--- src/hdl/arc_cfg.svh ---
// constants for the analog reference control register bank
`ifndef ARC_CFG_SVH
`define ARC_CFG_SVH
// Notes on behaviour
// - Reference source field bits 4:3 pick 00 external pin, 01 main supply, 10 digital supply, 11 high-speed reference.
// - Analog ground select bit 5 picks the ground pin when 0 and the analog ground pin when 1, in track and convert.
// - Temperature sensor enable bit 2 powers the sensor; while off its output is high impedance.
// - Precision reference enable bit 0 powers the precision reference and ties it to the external reference pin.
// - Bits 7:6 and 1 of the reference control register read zero and ignore writes.
// - With the high-speed reference selected it is enabled only while the converter needs it.
// - While the temperature sensor is the sampled input, sampling uses internal chip ground.
// - With the high-speed reference selected, conversion uses internal chip ground.
// - Offset low byte shows offset bits 1:0 in bits 7:6, other bits read zero, read-only.
// - Offset high byte shows offset bits 9:2, read-only.
`define ARC_ADDR_FACTORY_TEMP_OFFSET_LO   8'h85
`define ARC_ADDR_FACTORY_TEMP_OFFSET_HI   8'h86
`define ARC_ADDR_REF_CTRL  8'hD1
`define ARC_REF_CTRL_RESET 8'h18
`define ARC_REF_CTRL_WMASK 8'h3D
`define ARC_BIT_PREC_EN    0
`define ARC_BIT_TEMP_EN    2
`define ARC_SRC_LO         3
`define ARC_SRC_HI         4
`define ARC_BIT_GND_SEL    5
`endif

--- src/hdl/arc_pkg.sv ---
// types for the analog reference control block
package arc_pkg;
    typedef enum logic [1:0] {
        ARC_SRC_EXT_PIN,
        ARC_SRC_MAIN_SUPPLY,
        ARC_SRC_DIG_SUPPLY,
        ARC_SRC_HS_REF
    } arc_src_t;
    typedef enum logic [1:0] {
        ARC_GND_PIN,
        ARC_GND_ANALOG_PIN,
        ARC_GND_INTERNAL
    } arc_gnd_t;
endpackage

--- src/hdl/arc_ctrl_if.sv ---
// decoded control fields passed from the register file to the decoder
`timescale 1ns/1ps
`default_nettype none
interface arc_ctrl_if;
    import arc_pkg::*;
    logic     gnd_sel;
    arc_src_t src_sel;
    logic     temp_on;
    logic     prec_on;
    modport regs (output gnd_sel, src_sel, temp_on, prec_on);
    modport dec  (input gnd_sel, src_sel, temp_on, prec_on);
endinterface
`default_nettype wire

--- src/hdl/arc_top.sv ---
// analog reference control register bank on the special-function register port
`timescale 1ns/1ps
`default_nettype none
`include "arc_cfg.svh"
module arc_top
    import arc_pkg::*;
#(
    parameter int OFFSET_W = 10
)
(
    // clock and reset
    input  wire logic                sys_clk_i,
    input  wire logic                reset_i,
    input  wire logic                clk_en_i,
    // register port
    input  wire logic [7:0]          sfr_addr_i,
    input  wire logic                sfr_wr_i,
    input  wire logic [7:0]          sfr_wdata_i,
    output logic [7:0]               sfr_rdata_o,
    // factory trim, static
    input  wire logic [OFFSET_W-1:0] factory_temp_offset_i,
    // converter phase
    input  wire logic                track_i,
    input  wire logic                convert_i,
    input  wire logic                temp_chan_i,
    // analog controls
    output logic [1:0]               vref_sel_o,
    output logic [1:0]               gnd_sel_o,
    output logic                     hs_ref_on_o,
    output logic                     prec_ref_on_o,
    output logic                     temp_on_o,
    output logic                     temp_out_oe_o
);
    // the byte split below only fits a ten-bit offset, so refuse others at elaboration
    if (OFFSET_W != 10)
    begin : g_bad_offset_w
        $error("arc_top: OFFSET_W must be 10");
    end

    logic [7:0] ref_ctrl;
    logic [7:0] next_ref_ctrl;
    logic [7:0] next_rdata;
    arc_ctrl_if ctrl ();

    // write path: only writable bits are kept
    always_comb
    begin
        next_ref_ctrl = ref_ctrl;
        if (sfr_wr_i && sfr_addr_i == `ARC_ADDR_REF_CTRL)
            next_ref_ctrl = sfr_wdata_i & `ARC_REF_CTRL_WMASK;
    end

    // control register, held while the clock enable is low
    always_ff @(posedge sys_clk_i or posedge reset_i)
    begin
        if (reset_i)
            ref_ctrl <= `ARC_REF_CTRL_RESET;
        else if (clk_en_i)
            ref_ctrl <= next_ref_ctrl;
    end

    // read mux; unmapped addresses read zero
    always_comb
    begin
        case (sfr_addr_i)
            `ARC_ADDR_REF_CTRL: next_rdata = ref_ctrl;
            `ARC_ADDR_FACTORY_TEMP_OFFSET_LO:  next_rdata = {factory_temp_offset_i[1:0], 6'h00};
            `ARC_ADDR_FACTORY_TEMP_OFFSET_HI:  next_rdata = factory_temp_offset_i[9:2];
            default:            next_rdata = 8'h00;
        endcase
    end

    // read data registered: valid the cycle after the address
    always_ff @(posedge sys_clk_i or posedge reset_i)
    begin
        if (reset_i)
            sfr_rdata_o <= 8'h00;
        else if (clk_en_i)
            sfr_rdata_o <= next_rdata;
    end

    // fields out to the decoder
    assign ctrl.gnd_sel = ref_ctrl[`ARC_BIT_GND_SEL];
    assign ctrl.src_sel = arc_src_t'(ref_ctrl[`ARC_SRC_HI:`ARC_SRC_LO]);
    assign ctrl.temp_on = ref_ctrl[`ARC_BIT_TEMP_EN];
    assign ctrl.prec_on = ref_ctrl[`ARC_BIT_PREC_EN];

    arc_decode arc_decode_inst (
        .sys_clk_i     (sys_clk_i),
        .reset_i       (reset_i),
        .clk_en_i      (clk_en_i),
        .ctrl          (ctrl),
        .track_i       (track_i),
        .convert_i     (convert_i),
        .temp_chan_i   (temp_chan_i),
        .vref_sel_o    (vref_sel_o),
        .gnd_sel_o     (gnd_sel_o),
        .hs_ref_on_o   (hs_ref_on_o),
        .prec_ref_on_o (prec_ref_on_o),
        .temp_on_o     (temp_on_o),
        .temp_out_oe_o (temp_out_oe_o)
    );
endmodule
`default_nettype wire

--- src/hdl/arc_decode.sv ---
// turns control fields plus converter phase into analog switch controls
`timescale 1ns/1ps
`default_nettype none
`include "arc_cfg.svh"
module arc_decode
    import arc_pkg::*;
(
    // clock and reset
    input  wire logic   sys_clk_i,
    input  wire logic   reset_i,
    input  wire logic   clk_en_i,
    // fields and converter phase
    arc_ctrl_if.dec     ctrl,
    input  wire logic   track_i,
    input  wire logic   convert_i,
    input  wire logic   temp_chan_i,
    // analog controls
    output logic [1:0]  vref_sel_o,
    output logic [1:0]  gnd_sel_o,
    output logic        hs_ref_on_o,
    output logic        prec_ref_on_o,
    output logic        temp_on_o,
    output logic        temp_out_oe_o
);
    logic [1:0] next_vref_sel;
    logic [1:0] next_gnd_sel;
    logic       next_hs_on;
    arc_gnd_t   gnd_pick;

    // ground pick: internal overrides the select bit
    always_comb
    begin
        if (track_i && temp_chan_i)
            gnd_pick = ARC_GND_INTERNAL;
        else if (convert_i && ctrl.src_sel == ARC_SRC_HS_REF)
            gnd_pick = ARC_GND_INTERNAL;
        else if (ctrl.gnd_sel)
            gnd_pick = ARC_GND_ANALOG_PIN;
        else
            gnd_pick = ARC_GND_PIN;
        next_vref_sel = ctrl.src_sel;
        next_gnd_sel  = gnd_pick;
        // high-speed ref only runs while the converter is busy
        next_hs_on = (ctrl.src_sel == ARC_SRC_HS_REF) && (track_i || convert_i);
    end

    // registered so the analog switches never see decode glitches
    always_ff @(posedge sys_clk_i or posedge reset_i)
    begin
        if (reset_i)
        begin
            vref_sel_o  <= 2'h3;
            gnd_sel_o   <= 2'h0;
            hs_ref_on_o <= 1'b0;
        end
        else if (clk_en_i)
        begin
            vref_sel_o  <= next_vref_sel;
            gnd_sel_o   <= next_gnd_sel;
            hs_ref_on_o <= next_hs_on;
        end
    end

    // enables follow the register bits directly
    assign prec_ref_on_o = ctrl.prec_on;
    assign temp_on_o     = ctrl.temp_on;
    assign temp_out_oe_o = ctrl.temp_on; // off means sensor output floats
endmodule
`default_nettype wire

--- config.mk ---
export PLATFORM = sky130hd
export DESIGN_NAME = arc_top
export DESIGN_NICKNAME = d
export VERILOG_FILES = /design/src/hdl/arc_pkg.sv /design/src/hdl/arc_ctrl_if.sv /design/src/hdl/arc_top.sv /design/src/hdl/arc_decode.sv
export VERILOG_INCLUDE_DIRS = /design/src /design/src/hdl
export SDC_FILE = /design/constraint.sdc
export NUM_CORES = 1
export LEC_CHECK = 0
export BUFFER_PORTS_ARGS = -buffer_cell sky130_fd_sc_hd__buf_2
export CAP_MARGIN = 25
export CORE_MARGIN = 5
export CORE_UTILIZATION = 46
export DETAILED_ROUTE_END_ITERATION = 10
export PLACE_DENSITY = 0.82
export SYNTH_ARGS = -nofsm -noshare
export SYNTH_HDL_FRONTEND = slang
export SYNTH_HIERARCHICAL = 1
export SYNTH_SLANG_ARGS = --single-unit
--- constraint.sdc ---
create_clock -name sys_clk_i -period 2.2 [get_ports sys_clk_i]
set_input_delay 0.11 -clock sys_clk_i [delete_from_list [all_inputs] [get_ports sys_clk_i]]
set_output_delay 0.11 -clock sys_clk_i [all_outputs]
set_load 0.005 [all_outputs]
Word level (Yosys, flattened, before mapping)
Cells that the tools add are included.
W data, S select, Z words.

cells by class
  multiply operators = 0
  shifts and indexed selects = 0
  add/sub/neg operators = 0
  div/mod/pow operators = 0
  bitwise gates (word level) = 0
  equal/unequal tests = 4
  reductions and logical operators = 6
  multiplexer cells = 4
  order comparisons = 0

operators by type and width
  operator              number
  $eq A8 B8 Y1 const B  3
  $pmux W8 S3           1
  $logic_and A1 B1 Y1   4
  $mux W2               2
  $eq A2 B2 Y1 const B  1
  $reduce_and A2 Y1     1
  $logic_or A1 B1 Y1    1
  $mux W1               1

storage, ports and cells
  logic and storage cells = 19
  bits in writable memories = 0
  latch bits = 0
  bits in read-only memories = 0
  memories kept = 0
  bits of input ports = 33
  register bits = 18

Longest topological paths before layout
  word-level depth = 4
  mapped depth = 5
  mapped depth without buffers = 4

Modules after synthesis
Netlist, hierarchy kept.

modules (own cells, without submodules)
  module      area an instance (µm²)  instances  seq. area each (µm²)  cells an instance
  arc_top     653.1                   1          327.8                 57
  arc_decode  247.7                   1          127.6                 21

Worst setup path before layout
OpenSTA, ideal clock, no wires.

  kind = input to register
  from = input port sfr_addr_i[3]
  to = register ref_ctrl[0]
  path slack = 0.837 ns
  arrival = 1.239 ns
  path buffers = 1
  stages = 5
  cell sequence = nand4bb_1 -> nor3_4 -> and3_1 -> buf_2 -> mux2_2

between the ends
  word-level cells in the longest chain between the ends = 3

RTL lines
  item                           RTL line       text
  start, declared                arc_top.sv:16  input wire logic [7:0] sfr_addr_i,
  $eq A8 B8 Y1                   n/a
  $logic_and A1 B1 Y1 (no line)  n/a
  $reduce_and A2 Y1 (no line)    n/a
  end signal, assigned           arc_top.sv:57  ref_ctrl <= `ARC_REF_CTRL_RESET;
  end signal, assigned           arc_top.sv:59  ref_ctrl <= next_ref_ctrl;
  end, declared                  arc_top.sv:40  logic [7:0] ref_ctrl;

No other way between the ends.
A chain may end at the register's enable or synchronous reset.

Worst setup path in the final report
Same ends and word-level chain as after synthesis.

==> flow_summary.json <==
{
  "status": "finished clean",
  "final.fill_count": 172,
  "synth_area_um2": 901,
  "dp_slack_ns": 0.614,
  "cp_slowest_stage_delay_ns": 0.36,
  "multiInputGateArea_um2": 358,
  "antenna_left": 0,
  "skew_ns": 0.00437,
  "grt_overflow": 0,
  "worstMarginPinSlew_ns": 0.477,
  "drt-initial-drc-count": 21,
  "via_per_inst": 5.07,
  "cts_buffers": 3,
  "rows": 16,
  "core-area_um2": 1920,
  "min_path_type": "input pin to register",
  "slew_headroom": 0.680,
  "yosysSeqAreaShare": 0.506,
  "vias": 755,
  "dr.pass1.iters": 4,
  "finalSetupTns_ns": 0,
  "synth.avg_cell_area_um2": 11.5,
  "power.leakage_nw": 0.596,
  "powerDensity_nw_per_um2": 520,
  "clk_pin_slew_worst_paths_ns": 0.10,
  "final-seq-area_um2": 455,
  "synth_cell_type_count": 29,
  "rsz0062_at_grt": "false",
  "period_share": 0.593,
  "drc": 0,
  "grt_pass1_wl_um": 2970,
  "synth_cells": 78,
  "vdd_drop_max_uv": 397,
  "power.total_mw": 0.606,
  "clock_tree.root_cell": "clkbuf_4",
  "path_max_fanout": 6,
  "grt_pass1_vias": 703,
  "ys_async_sr_fraction": 1.00,
  "placedCellCount": 144,
  "cts_tree": "done",
  "start_util": 0.469,
  "die_w_um": 54.3,
  "fmaxAchievable_ghz": 0.767,
  "synth_fp_nets": 111,
  "cp.required_ns": 2.38,
  "yosys_warnings": 6,
  "synth.area.top_cells": "dfrtp_1, dfstp_2, mux2_2",
  "finalNonFillerCells": 149,
  "clockBufferDepth": 2,
  "synth_area_leader_cell": "dfrtp_1",
  "ys_top_cells_by_count": "dfrtp_1, inv_1, o22ai_1",
  "ys_ff_latch": 18,
  "setup_viol": 0,
  "gp_congestion": 0.700,
  "slew_viol_final": 0,
  "synth_top_cell_area_share": 0.389,
  "maxCapViolations": 0,
  "wl_per_cell_um": 13.5,
  "cp_cell_sequence": "buf_2 > nand4bb_1 > nor3_4 > and3_1 > mux2_2",
  "die_area_um2": 2940,
  "antenna_found_initial": 0,
  "antenna_cells": 0,
  "die_h_um": 54.3,
  "crit_slowest_cell": "mux2_2",
  "numPortBuffers": 45,
  "dp_hpwl_um": 1640,
  "area_growth_pct": 29.2,
  "arrival_ns": 1.48,
  "routed_wl_um": 2010,
  "ys.flop_type": "dfrtp_1",
  "cts_max_level": 1,
  "worstSetupPathType": "input pin to register",
  "drive_gt1_frac": 0.525,
  "startpoint_type": "input pin",
  "period_needed_ns": 1.30,
  "clkLatencyLatePin_ns": 0.28,
  "cts_resized": 0,
  "cts_setup_buffers": 0,
  "num_io_pins": 49,
  "hold_violations": 0,
  "nNetsFinal": 156,
  "grt_use_total": 0.141,
  "setup_ws_ns": 0.896,
  "synth_edf_count": 0,
  "critPathCaptureType": "register",
  "grt_max_degree": 20,
  "yosysMostFrequentCell": "dfrtp_1",
  "clkSinkCount": 18
}
-- where the power goes --
group / switching, mW / internal [mW] / leakage [nW]
registers: 0.00439 / 0.338 / 0.235
logic: 0.0332 / 0.0336 / 0.341
clock network: 0.0953 / 0.101 / 0.0210
-- routing by layer --
metal / up-vias / routed length (um) / GRT usage
li1: 372 / - / -
met1: 360 / 787 / 0.165
met2: 21 / 1110 / 0.253
met3: 2 / 99 / 0.0136
met4: 0 / 19 / 0.0747
met5: - / 0 / 0
-- flip-flops by register name, indices dropped and copies added, names as in the netlist --
signal                       count
arc_decode_inst/hs_ref_on_o      1
arc_decode_inst/vref_sel_o       2
arc_decode_inst/gnd_sel_o        2
ref_ctrl                         5
sfr_rdata_o                      8
-- timing repair --
| item | 4_1_cts | 5_1_grt |
|---|---|---|
| hold buffers | 1 | 0 |
| hold endpoints to repair | 16 | 0 |
| setup endpoints to repair | 0 | 0 |
-- cells in the final DEF (no fill, tap or decap) --
master,synthesis,final
a22oi_1,7,7
a31oi_1,1,1
a41o_1,1,1
and3_1,1,1
buf_2,1,45
clkbuf_4,0,3
clkbuf_8,0,1
dfrtp_1,14,14
dfstp_2,4,4
dlygate4sd3_1,0,1
inv_1,12,12
mux2_2,5,5
mux2_4,2,2
nand2_1,1,1
nand2b_1,2,2
nand3_1,2,2
nand4b_2,1,1
nand4bb_1,1,1
nor2_1,1,1
nor2b_1,1,1
nor3_1,1,1
nor3_4,1,1
nor4_4,1,1
o2111ai_1,1,1
o21ai_0,1,1
o21ai_1,1,1
o22ai_1,8,8
or4b_4,1,1
xnor2_1,1,1
-- worst max-delay path: cells and delay by family --
kind / cells / cell delay, ns
buf+inv: 1 / 0.10
mux: 1 / 0.36
simple gates: 3 / 0.91
-- path summary, 6_finish.rpt --
path / depth (start not counted) / to / start / slack [ns]
min reg2reg: 2 / sfr_rdata_o[1] / sfr_rdata_o[1] / 0.53
min in group asynchronous: 3 / arc_decode_inst/hs_ref_on_o / reset_i / 0.27
max: 5 / ref_ctrl[0] / sfr_addr_i[3] / 0.90
min: 2 / ref_ctrl[4] / sfr_wdata_i[4] / 0.05
max in group asynchronous: 3 / ref_ctrl[3] / reset_i / 1.47
max reg2reg: 2 / arc_decode_inst/gnd_sel_o[0] / ref_ctrl[4] / 1.16
-- kinds of logic after synthesis --
group                     synth area share
xor gates and xnor gates           0.00972
and+or+nand+nor                      0.139
muxes                               0.0958
DFF                                  0.506
AOI/OAI and AO/OA                    0.153
buffers and inverters               0.0972
-- metrics by stage --
| stage | util | instance area (um2) | hold slack, ns |
|---|---|---|---|
| after floorplan | - | 901 | -0.113 |
| after global placement | 0.581 | 1120 | 0.0195 |
| after detailed placement | 0.581 | 1120 | 0.0251 |
| after CTS | 0.605 | 1160 | 0.0435 |
| after global routing | 0.605 | 1160 | 0.0362 |
| final | 0.605 | 1160 | 0.0520 |
-- area by class of cell --
cell class | instances | area share
flip-flops and latches | 18 | 0.391
multi-input cells | 42 | 0.308
well taps | 27 | 0.0290
repair buffers | 46 | 0.202
clock buffers | 4 | 0.0312
inverters | 12 | 0.0387
Power figures use the tool's default switching activity.
